==> config.mk <==
export PLATFORM = sky130hd
export DESIGN_NAME = fwsi_dev_flat
export DESIGN_NICKNAME = d
export VERILOG_FILES = /design/src/hw/fwsi_pkg.sv /design/src/hw/fwsi_if.sv /design/src/hw/fwsi_dev.sv /design/src/flat_wrapper.sv
export SDC_FILE = /design/constraint.sdc
export NUM_CORES = 1
export LEC_CHECK = 0
export ABC_AREA = 1
export BUFFER_PORTS_ARGS = -buffer_cell sky130_fd_sc_hd__buf_2
export CAP_MARGIN = 30
export CELL_PAD_IN_SITES_DETAIL_PLACEMENT = 2
export CELL_PAD_IN_SITES_GLOBAL_PLACEMENT = 2
export CORE_ASPECT_RATIO = 1.2
export CORE_UTILIZATION = 27
export CTS_CLUSTER_DIAMETER = 150
export DETAILED_ROUTE_END_ITERATION = 8
export PLACE_DENSITY = 0.8
export SETUP_SLACK_MARGIN = 0.4
export SLEW_MARGIN = 30
export SYNTH_ARGS = -nofsm -noshare
export SYNTH_HDL_FRONTEND = slang
export SYNTH_SLANG_ARGS = --single-unit
==> constraint.sdc <==
create_clock -name clk_i -period 1.8 [get_ports clk_i]
set_clock_uncertainty 0.15 [all_clocks]
set_input_delay 0.27 -clock clk_i [delete_from_list [all_inputs] [get_ports clk_i]]
set_output_delay 0.27 -clock clk_i [all_outputs]
set_load 0.005 [all_outputs]
==> src/hw/fwsi_pkg.sv <==
// What this block does
// - Registers decode in 0x0E0000 to 0x0E0015
// - Four control plus address, data, error registers
// - Byte and halfword accesses on every register
// - Registers reachable only with enable bit 5
// - Busy array reads return 009Bh
// - Controller code runs outside the flash array
// - No register writes while lock is set
// - Supply drop aborts operation, back to read
// - Test sector never writable, visible in bootstrap
// - Status low resets zero, reserved bits zero
// - Bit 6 mirrors bank zero busy
// - Bank busy: reads trap, writes discarded
// - Busy clears on done or suspend, resume sets
// - Lock sets with start; registers trap, ignore writes
// - Lock always readable; software waits for low
// - Non-volatile busy sets with start, traps array
// - Write start bit 15; hardware clears it
package fwsi_pkg;
  localparam int          ADDR_W     = 24;
  localparam int          DATA_W     = 16;
  localparam int          NREG       = 11;
  // Device address map
  localparam logic [23:0] REG_BASE   = 24'h0E0000;
  localparam logic [23:0] REG_LAST   = 24'h0E0015;
  localparam logic [23:0] ARR_LAST   = 24'h08FFFF;
  localparam logic [23:0] TSEC_LAST  = 24'h000FFF;
  localparam logic [15:0] TRAP_WORD  = 16'h009B;
  localparam logic [15:0] ZERO_WORD  = 16'h0000;
  // Register indices, byte offset divided by two
  localparam logic [3:0]  IDX_STATUS = 4'h0;
  localparam logic [3:0]  IDX_CMD    = 4'h1;
  localparam logic [3:0]  IDX_ADDR_H = 4'h9;
  localparam logic [3:0]  IDX_ERR    = 4'hA;
  // Status and command fields
  localparam int          B_DUMMY    = 6;
  localparam int          B_BANK0    = 5;
  localparam int          B_LOCK     = 4;
  localparam int          B_NVR      = 1;
  localparam int          B_START    = 15;
  localparam int          B_ERR      = 0;
  localparam logic [15:0] CMD_WMASK  = 16'h7980;
  localparam logic [15:0] OPSEL_MASK = 16'h3800;
  localparam logic [7:0]  NVR_PAGE   = 8'h0E;
  // Controller software map, byte addresses on Wishbone
  localparam logic [7:0]  HA_ADDR    = 8'h00;
  localparam logic [7:0]  HA_WDATA   = 8'h04;
  localparam logic [7:0]  HA_CMD     = 8'h08;
  localparam logic [7:0]  HA_RDATA   = 8'h0C;
  localparam logic [7:0]  HA_CFG     = 8'h10;
  localparam int          HC_GO      = 0;
  localparam int          HC_WE      = 1;
  localparam int          HC_BE      = 2;
  localparam int          CFG_EN_BIT = 5;

  typedef logic [15:0] fwsi_word_t;

  // Byte-lane merge of a write into a 16-bit register
  function automatic fwsi_word_t fwsi_merge(input fwsi_word_t old_v, input fwsi_word_t new_v,
                                            input logic [1:0] be);
    fwsi_word_t r;
    r = old_v;
    if (be[0]) begin
      r[7:0] = new_v[7:0];
    end
    if (be[1]) begin
      r[15:8] = new_v[15:8];
    end
    return r;
  endfunction
endpackage

==> src/hw/fwsi_if.sv <==
`timescale 1ns/1ps
`default_nettype none
// Register port between controller and flash interface
interface fwsi_if;
  import fwsi_pkg::*;
  logic              flash_iface_enable; // Enable bit of the peripheral configuration
  logic              req;                // Request, held until ack
  logic              we;                 // Write when high
  logic [1:0]        be;                 // Byte enables, bit 0 low byte
  logic [ADDR_W-1:0] addr;               // Byte address
  logic [DATA_W-1:0] wdata;              // Write data
  logic              ack;                // One-cycle answer
  logic [DATA_W-1:0] rdata;              // Read data, valid with ack

  modport dev (input flash_iface_enable, req, we, be, addr, wdata, output ack, rdata);
  modport ctl (output flash_iface_enable, req, we, be, addr, wdata, input ack, rdata);
endinterface
`default_nettype wire

==> src/hw/fwsi_dev.sv <==
// The implementer's own choice: the Wishbone interface to the registers.
`timescale 1ns/1ps
`default_nettype none
// Flash register interface: control registers, busy and lock flags, array read trap
module fwsi_dev
  import fwsi_pkg::*;
(
  input  wire logic        clk_i,        // System clock
  input  wire logic        rst_i,        // Synchronous reset, active high
  fwsi_if.dev              link,         // Register and array port
  input  wire logic        lvd_i,        // Supply drop monitor, asynchronous pin
  input  wire logic        bootstrap_i,  // Bootstrap mode, asynchronous pin
  input  wire logic [15:0] arr_rdata_i,  // Array read data, sampled in the cycle arr_rd_o is high
  input  wire logic        op_done_i,    // Engine finished the operation, one-cycle pulse
  input  wire logic        op_susp_i,    // Engine suspend took effect, one-cycle pulse
  input  wire logic [15:0] op_err_i,     // Engine error flags, sampled with op_done_i
  output logic             arr_rd_o,     // Array read strobe
  output logic             arr_wr_o,     // Array write strobe
  output logic      [23:0] arr_addr_o,   // Array address
  output logic      [15:0] arr_wdata_o,  // Array write data
  output logic      [1:0]  arr_be_o,     // Array byte enables
  output logic             arr_tsec_o,   // Read goes to the test sector
  output logic             op_start_o,   // Start pulse to the engine
  output logic      [15:0] op_cmd_o,     // Command word with operation selects
  output logic      [31:0] op_addr_o,    // Program address
  output logic      [63:0] op_data_o,    // Program data, odd word high
  output logic             busy_o        // Any busy flag set
);
  import fwsi_pkg::*;

  typedef struct packed {
    logic                       lvd_m;
    logic                       lvd_s;
    logic                       boot_m;
    logic                       boot_s;
    logic                       stage;
    logic                       trap;
    logic                       ack;
    logic [15:0]                rdata;
    logic [NREG-1:0][15:0]      regs;
    logic                       bank_busy;
    logic                       nvr;
    logic                       lock;
    logic                       arr_rd;
    logic                       arr_wr;
    logic                       tsec;
    logic [23:0]                arr_addr;
    logic [15:0]                arr_wdata;
    logic [1:0]                 arr_be;
    logic                       op_start;
  } fwsi_dev_s;

  fwsi_dev_s   s_q;
  fwsi_dev_s   s_d;
  logic        in_regs;
  logic        in_arr;
  logic        busy;
  logic [3:0]  idx;
  logic [15:0] status;
  logic [15:0] merged;

  // Status word composed from the flags, reserved bits stay zero
  function automatic logic [15:0] fwsi_status(input logic bank_busy, input logic lock,
                                              input logic nvr);
    logic [15:0] w;
    w = ZERO_WORD;
    w[B_DUMMY] = bank_busy;
    w[B_BANK0] = bank_busy;
    w[B_LOCK]  = lock;
    w[B_NVR]   = nvr;
    return w;
  endfunction

  assign in_regs = (link.addr >= REG_BASE) && (link.addr <= REG_LAST);
  assign in_arr  = link.addr <= ARR_LAST;
  assign idx     = link.addr[4:1];
  assign busy    = s_q.bank_busy | s_q.nvr;
  assign status  = fwsi_status(s_q.bank_busy, s_q.lock, s_q.nvr);
  assign merged  = fwsi_merge(s_q.regs[idx], link.wdata, link.be);

  // Two-stage access: stage 0 issues to the array, stage 1 answers and commits
  always_comb begin
    s_d          = s_q;
    s_d.lvd_m    = lvd_i;
    s_d.lvd_s    = s_q.lvd_m;
    s_d.boot_m   = bootstrap_i;
    s_d.boot_s   = s_q.boot_m;
    s_d.ack      = 1'b0;
    s_d.arr_rd   = 1'b0;
    s_d.arr_wr   = 1'b0;
    s_d.op_start = 1'b0;

    // End of operation or suspend returns to read mode
    if (op_done_i || op_susp_i) begin
      s_d.bank_busy = 1'b0;
      s_d.nvr       = 1'b0;
      s_d.lock      = 1'b0;
      s_d.regs[IDX_CMD][B_START] = 1'b0;
    end
    // Error flags land only as the busy flags drop
    if (op_done_i) begin
      s_d.regs[IDX_ERR] = op_err_i;
      s_d.regs[IDX_CMD] = s_d.regs[IDX_CMD] & ~OPSEL_MASK;
    end
    if (s_q.lvd_s) begin
      s_d.bank_busy = 1'b0;
      s_d.nvr       = 1'b0;
      s_d.lock      = 1'b0;
      s_d.regs[IDX_CMD][B_START] = 1'b0;
    end

    if (link.req && !s_q.ack && !s_q.stage) begin
      s_d.stage = 1'b1;
      s_d.trap  = 1'b0;
      if (in_arr) begin
        if (busy) begin
          s_d.trap = 1'b1;
        end else if (link.we && link.addr <= TSEC_LAST) begin
          s_d.trap = 1'b1;
        end else begin
          s_d.arr_rd    = ~link.we;
          s_d.arr_wr    = link.we;
          s_d.arr_addr  = link.addr;
          s_d.arr_wdata = link.wdata;
          s_d.arr_be    = link.be;
          s_d.tsec      = s_q.boot_s && !link.we && link.addr <= TSEC_LAST;
        end
      end
    end else if (s_q.stage) begin
      s_d.stage = 1'b0;
      s_d.ack   = 1'b1;
      s_d.rdata = ZERO_WORD;
      if (in_arr) begin
        s_d.rdata = s_q.trap ? TRAP_WORD : arr_rdata_i;
      end else if (in_regs && link.flash_iface_enable) begin
        if (idx == IDX_STATUS) begin
          s_d.rdata = status;
        end else if (s_q.lock) begin
          s_d.rdata = TRAP_WORD;
        end else begin
          s_d.rdata = s_q.regs[idx];
          if (link.we && idx == IDX_CMD) begin
            s_d.regs[IDX_CMD] = (s_d.regs[IDX_CMD] & ~CMD_WMASK) | (merged & CMD_WMASK);
            // Start accepted only with no pending error
            if (merged[B_START] && !s_q.regs[IDX_ERR][B_ERR] && !s_q.lvd_s) begin
              s_d.regs[IDX_CMD][B_START] = 1'b1;
              s_d.op_start = 1'b1;
              s_d.lock = 1'b1;
              if (s_q.regs[IDX_ADDR_H][7:0] == NVR_PAGE) begin
                s_d.nvr = 1'b1;
              end else begin
                s_d.bank_busy = 1'b1;
              end
            end
          end else if (link.we) begin
            s_d.regs[idx] = merged;
          end
        end
      end
    end
  end

  // Single register for all state; reset clears every flag and register
  always_ff @(posedge clk_i) begin
    if (rst_i) begin
      s_q <= '0;
    end else begin
      s_q <= s_d;
    end
  end

  // Outputs come straight from the state flops, busy_o from an OR of two of them
  assign link.ack    = s_q.ack;
  assign link.rdata  = s_q.rdata;
  assign arr_rd_o    = s_q.arr_rd;
  assign arr_wr_o    = s_q.arr_wr;
  assign arr_addr_o  = s_q.arr_addr;
  assign arr_wdata_o = s_q.arr_wdata;
  assign arr_be_o    = s_q.arr_be;
  assign arr_tsec_o  = s_q.tsec;
  assign op_start_o  = s_q.op_start;
  assign op_cmd_o    = s_q.regs[IDX_CMD];
  assign op_addr_o   = {s_q.regs[IDX_ADDR_H], s_q.regs[IDX_ADDR_H-4'h1]};
  assign op_data_o   = {s_q.regs[7], s_q.regs[6], s_q.regs[5], s_q.regs[4]};
  assign busy_o      = busy;
endmodule
`default_nettype wire

==> src/flat_wrapper.sv <==
// flat-port wrapper written by rule: the top's interface ports become plain ports
module fwsi_dev_flat import fwsi_pkg::*;
  (clk_i, rst_i, lvd_i, bootstrap_i, arr_rdata_i, op_done_i, op_susp_i, op_err_i, arr_rd_o, arr_wr_o, arr_addr_o, arr_wdata_o, arr_be_o, arr_tsec_o, op_start_o, op_cmd_o, op_addr_o, op_data_o, busy_o, link_flash_iface_enable, link_req, link_we, link_be, link_addr, link_wdata, link_ack, link_rdata);
  fwsi_if link_i ();
  input  wire logic clk_i;
  input  wire logic rst_i;
  input  wire logic lvd_i;
  input  wire logic bootstrap_i;
  input  wire logic [15:0] arr_rdata_i;
  input  wire logic op_done_i;
  input  wire logic op_susp_i;
  input  wire logic [15:0] op_err_i;
  output logic arr_rd_o;
  output logic arr_wr_o;
  output logic      [23:0] arr_addr_o;
  output logic      [15:0] arr_wdata_o;
  output logic      [1:0] arr_be_o;
  output logic arr_tsec_o;
  output logic op_start_o;
  output logic      [15:0] op_cmd_o;
  output logic      [31:0] op_addr_o;
  output logic      [63:0] op_data_o;
  output logic busy_o;
  input wire logic [$bits(link_i.flash_iface_enable)-1:0] link_flash_iface_enable;
  input wire logic [$bits(link_i.req)-1:0] link_req;
  input wire logic [$bits(link_i.we)-1:0] link_we;
  input wire logic [$bits(link_i.be)-1:0] link_be;
  input wire logic [$bits(link_i.addr)-1:0] link_addr;
  input wire logic [$bits(link_i.wdata)-1:0] link_wdata;
  output wire logic [$bits(link_i.ack)-1:0] link_ack;
  output wire logic [$bits(link_i.rdata)-1:0] link_rdata;
  assign link_i.flash_iface_enable = link_flash_iface_enable;
  assign link_i.req = link_req;
  assign link_i.we = link_we;
  assign link_i.be = link_be;
  assign link_i.addr = link_addr;
  assign link_i.wdata = link_wdata;
  assign link_ack = link_i.ack;
  assign link_rdata = link_i.rdata;
  fwsi_dev u_core (.clk_i(clk_i), .rst_i(rst_i), .link(link_i), .lvd_i(lvd_i), .bootstrap_i(bootstrap_i), .arr_rdata_i(arr_rdata_i), .op_done_i(op_done_i), .op_susp_i(op_susp_i), .op_err_i(op_err_i), .arr_rd_o(arr_rd_o), .arr_wr_o(arr_wr_o), .arr_addr_o(arr_addr_o), .arr_wdata_o(arr_wdata_o), .arr_be_o(arr_be_o), .arr_tsec_o(arr_tsec_o), .op_start_o(op_start_o), .op_cmd_o(op_cmd_o), .op_addr_o(op_addr_o), .op_data_o(op_data_o), .busy_o(busy_o));
endmodule
Word-level counts from Yosys, hierarchy flattened:

Index checks and enable logic that the tools add are counted.

* order comparisons: 6
* equal/unequal tests: 2
* multiplexer cells: 37
* bitwise operators: 12
* reductions and logical operators: 24

Operators by type and width (number)
* 179-bit two-way mux: 4
* 196-bit two-way mux: 1
* 195-bit two-way mux: 1
* 176-bit bitwise mux: 1
* 176-bit two-way mux: 1
* 144-bit two-way mux: 1
* 16-bit two-way mux: 9
* 16-bit binary-select mux with 4-bit select: 1
* 16-bit demux with 4-bit select: 1
* 24-bit by 20-bit <= comparator with 1-bit output (second input constant): 2
* 24-bit by 20-bit greater-or-equal comparator with 1-bit output (second input constant): 1
* 24-bit by 12-bit <= comparator with 1-bit output (second input constant): 1
* 8-bit two-way mux: 2
* 16-bit by 15-bit OR with 16-bit output: 1
* 14-bit two-way mux: 1
* 3-bit two-way mux: 4
* 1-bit logical AND: 11
* 1-bit two-way mux: 10
* 1-bit inverter: 10
* 8-bit by 4-bit == test with 1-bit output (second input constant): 1
* 8-bit AND reduction: 1
* 8-bit OR reduction: 1
* 1-bit zero test: 5
* 4-bit by 5-bit less-than comparator with 1-bit output (second input constant): 1
* 9 further kinds: 9

* register bits after elaboration: 248
* input port bits: 83
* output and inout bits: 176

Logic depth before layout (Yosys ltp):

* depth in word-level cells: 13
* depth in mapped cells: 12
* depth with buffers taken out: 11

Least setup slack after synthesis:

OpenSTA, ideal clock, no wires.

* kind: input port to flip-flop
* start: input port link_addr[20]
* end: register u_core.s_q, in the netlist u_core.op_data_o[60]
* arrival time: 1554 ps
* required time: 1535 ps
* path slack: -19 ps
* stages: 12
* path buffers: 2
* path through: nor2_1 nand3_1 inv_1 nand2_1 nor2_1 nand4_2 nor2_1 buf_6 buf_6 nand3_1 nand2_1 nor2_1

* cells in the longest elaborated chain, start to end: 4
* elaborated cells between the ends (all ways): 7
* those cells by class: order compare: 3; bitwise: 1; reduce/logical: 3

RTL lines
* start, declared: line flat_wrapper.sv:28 `input wire logic [$bits(link_i.addr)-1:0] link_addr;`
* 24-bit by 20-bit greater-or-equal comparator with 1-bit output or 24-bit by 20-bit <= comparator with 1-bit output (tied branches): line fwsi_dev.sv:74 `assign in_regs = (link.addr >= REG_BASE) && (link.addr <= REG_LAST);`
* 1-bit logical AND: line fwsi_dev.sv:74
* 1-bit logical AND: line fwsi_dev.sv:135 `end else if (in_regs && link.flash_iface_enable) begin`
* 8-bit AND reduction (no line) (*)
* end signal, assigned: line fwsi_dev.sv:166 `s_q <= '0;`
* end signal, assigned: line fwsi_dev.sv:168 `s_q <= s_d;`
* end, declared: line fwsi_dev.sv:53 `fwsi_dev_s s_q;`

Mark *: on every way between the ends. The rest lies on a longest branch, timed or not.
A chain may end at the register's enable or synchronous reset.

Worst setup path in the final report:

* start: register u_core.s_q, in the netlist u_core.op_addr_o[13]
* end: register u_core.s_q, in the netlist u_core.op_addr_o[13]

* cells in the longest elaborated chain, start to end: 4

RTL lines
* 16-bit binary-select mux with 4-bit select: line fwsi_dev.sv:79 `assign merged = fwsi_merge(s_q.regs[idx], link.wdata, link.be);`
* 16-bit two-way mux (implied by the code): line fwsi_dev.sv:79
* 8-bit two-way mux: line fwsi_pkg.sv:66 `if (be[1]) begin`
* 176-bit bitwise mux (*): line fwsi_dev.sv:156 `s_d.regs[idx] = merged;`

Mark *: on every way between the ends. The rest lies on a longest branch, timed or not. The select of a mux whose other input is x is not followed.

==> out/results.tsv <==
metric	value	unit
final core occ	46.0	%
hold buffers post-CTS	68	
final non-filler cell total	3018	
vias per inst	5.72	
clock network latency to the later pin of the worst-skew pair	0.60	ns
remaining antenna violation count after routing	0	
floorplan die width	200	um
number of H-tree levels	1	
nature of the critical path startpoint	flip-flop	
largest fanout on the critical path	4	
leading cell type by number of instances after synthesis	nand2_1	
final net count	2468	
final-report max-slew violation count	0	
maximum number of pins on one net before global-route repair	84	
Syn Std Cell Area	12800	um2
clock net sink count	248	
via count	17200	
max-slew headroom at the worst pin	55.7	%
clock edge transition at the registers on the reported setup and hold paths	0.09	ns
predominant post-synthesis flop cell	dfxtp_1	
area growth from synthesis to layout	66.6	%
count of pins on the block boundary	259	
Power, Total	0.0137	W
cell type group with the largest total delay on the critical path	simple AND/OR/NAND/NOR gates	
global-route wire length before repair	114	mm
Post-synth top cells	575 x nand2_1, 248 x dfxtp_1, 240 x nor2_1	
via count of the first global-routing pass	17200	
Crit. End Element	flip-flop	
crit path setup slack, layout	-0.743	ns
drc violations	0	
routed length per placed instance	34.5	um
achievable frequency	393	MHz
cell type with the highest aggregate area in the netlist	dfxtp_1	
Required @ worst endpoint	2.10	ns
flop and latch count out of synthesis	248	
final weighted congestion in routability-driven placement	0.914	
final design area excluding fillers	21300	um2
worst setup slack before clock tree synthesis	-0.614	ns
path type of the worst setup path	reg2reg	
TritonCTS clock tree	built	
placed inst area	15800	um2
fraction of registers with async set or reset after synthesis	0	%
setup repair after global routing missed its margin	yes	
total of endpoints with negative setup slack in the final report	169	
Die Y-Extent	240	um
count of flip-flops with a built-in enable after synthesis	0	
syn nets	2000	
Crit path arrival time	2.84	ns
count of unique library cells instantiated by Yosys	26	
Worst path most repeated cell	nand2_2	
footprint of the flip-flops and latches	5050	um2
Initial DRC Count	1230	
violations in the final reports	hold timing, setup timing	
post-synthesis sequential area ratio	38.9	%
placed wire-length estimate after detailed placement	47.3	mm
area of the multi-input gates	7760	um2
root buffer cell	clkbuf_16	
fillcell total	5066	
full die area	48100	um2
Core Footprint	46300	um2
Post-Route Hold Slack	-0.0195	ns
row count	86	
maximum cell stage delay along the critical path	0.68	ns
detailed-route wire length	104	mm
quantity of I/O buffers inserted on ports	258	
Synth Area per Inst	6.66	um2
Max VDD drop	630	uV
static power due to leakage	9.38	nW
critical-path cell list	nand2_1 > nand3_2 > nand2_2 > nand4_1 > nand2_2 > buf_6 > buf_16 > nand2_1 > nand2_2 > nor2_2	
buffering stage count on the worst path with inverters included	2	
CTS buffer count	29	
portion of the clock cycle consumed by the worst path in the final layout	141	%
cell at the slowest stage of the critical path	dfxtp_1	
1st-pass router iterations	7	
count of final hold-check violations	1	
top cells by area, synth	dfxtp_1 39%, nand2_1 17%, buf_4 10%	
Longest Clk Path Bufs	3	
type of the tightest min-delay check	in2reg	
transition time at the pin with the least slew margin	0.664	ns
run status	finished, violations left	
initial standard-cell utilization of the core	27.6	%
number of max-cap violations	0	
P per Cell Area	644	nW/um2
combined global-route utilization of all metal layers	31.4	%
synthesized netlist cell count	1917	
antenna violations before repair	5	
fraction of post-synthesis cell area in the top cell type by area	38.9	%
final period demand of the worst path	2.54	ns
fraction of layout instances using a drive strength above 1	50.4	%
number of placed instances with taps included	2776	
overflow left after global routing	0	
Syn. warnings	0	
routing by layer:
metal / global-route usage (%) / vias to the layer above / part of all wire, %
met5: 0 / - / 0.039
met4: 19.4 / 6 / 11
met2: 57.7 / 1165 / 48
li1: - / 6919 / -
met3: 4.59 / 606 / 7.6
met1: 34.1 / 8552 / 33
cells in the final DEF (no fill, tap or decap), types with 16 or more instances in the layout:
cell and count:
nor2_4 28, buf_2 254, nand4_1 36, nand3_4 31, nand2_1 384, nand2_2 145
dfxtp_2 42, nand3_2 57, nand3_1 75, dfxtp_1 198, nor2_1 166, buf_6 55
o21ai_0 27, inv_1 57, a21oi_1 147, a21oi_2 46, nor2_2 52, buf_4 254
dlygate4sd3_1 68, nand2_4 47, buf_12 54, or2_2 16, clkbuf_16 56
final timing paths:
check             cells past startpoint                              start                                 to  slack, ns
setup / recovery                     10  u_core.op_addr_o[13]$_SDFFE_PP0P_  u_core.op_addr_o[13]$_SDFFE_PP0P_      -0.74
hold / removal                        4                           link_req         u_core.s_q[243]$_SDFF_PP0_      -0.02
setup reg to reg                     10  u_core.op_addr_o[13]$_SDFFE_PP0P_  u_core.op_addr_o[13]$_SDFFE_PP0P_      -0.74
hold reg to reg                       2        u_core.s_q[49]$_SDFFE_PP0P_        u_core.s_q[49]$_SDFFE_PP0P_       0.30
final cells by class:
class | instances | area share [%]
inverter | 75 | 1.46
clock buffer | 46 | 3.95
clock inverter | 1 | 0.0235
multi-input combinational | 1306 | 36.5
tap | 616 | 3.62
timing repair buffer | 725 | 30.7
antenna | 1 | 0.0118
sequential | 248 | 23.7
logic make-up (layout without fill, tap and decap cells):
group                  after synthesis  count (layout)  share of synthesized area (%)
AND/OR/NAND/NOR                   1048            1048                           33.9
flip-flops                         248             248                           38.9
other                                0               1                              0
AO/OA/AOI/OAI                      258             258                           10.3
buffers and inverters              363             847                           16.9
sequential cells by signal (all words and copies together) (netlist names):
signal / count
u_core.arr_addr_o: 24
u_core.arr_be_o: 2
u_core.arr_rd_o: 1
u_core.arr_tsec_o: 1
u_core.arr_wdata_o: 16
u_core.arr_wr_o: 1
u_core.link.ack: 1
u_core.link.rdata: 16
u_core.op_addr_o: 32
u_core.op_cmd_o: 16
u_core.op_data_o: 64
u_core.op_start_o: 1
u_core.s_d: 2
u_core.s_q: 71
power by group:
group          switching (W)  leakage, nW  internal (W)  total (W)
registers          0.0000487         2.03       0.00552    0.00557
logic                0.00134         6.94      0.000821    0.00216
clock network        0.00282        0.411       0.00315    0.00597
total                0.00421         9.38       0.00949     0.0137
through the flow:
step / setup TNS, ns / hold slack [ns]
after global routing: -31.60 / -0.0272
after global placement: -91.98 / 0.248
after detailed placement: -105.19 / 0.257
after floorplan: 0 / 0.199
after CTS: 0 / -0.139
final: -30.49 / -0.0195
worst reg2reg max path, cell delays in order, from the launching register on:
cell and delay [ns]:
dfxtp_1 0.68, nand2_1 0.21, nand3_2 0.10, nand2_2 0.07
nand4_1 0.15, nand2_2 0.11, buf_6 0.14, buf_16 0.14
nand2_1 0.10, nand2_2 0.08, nor2_2 0.45
repair_timing:
item                                    CTS  global route
endpoints found under the setup margin  393           394
cloned                                    6            34
gates resized for setup                 133           505
pin swaps                                46           153
buffers inserted                         21            65
endpoints found under the hold margin    73             1
No activity file was read; power rests on OpenSTA's default activity.
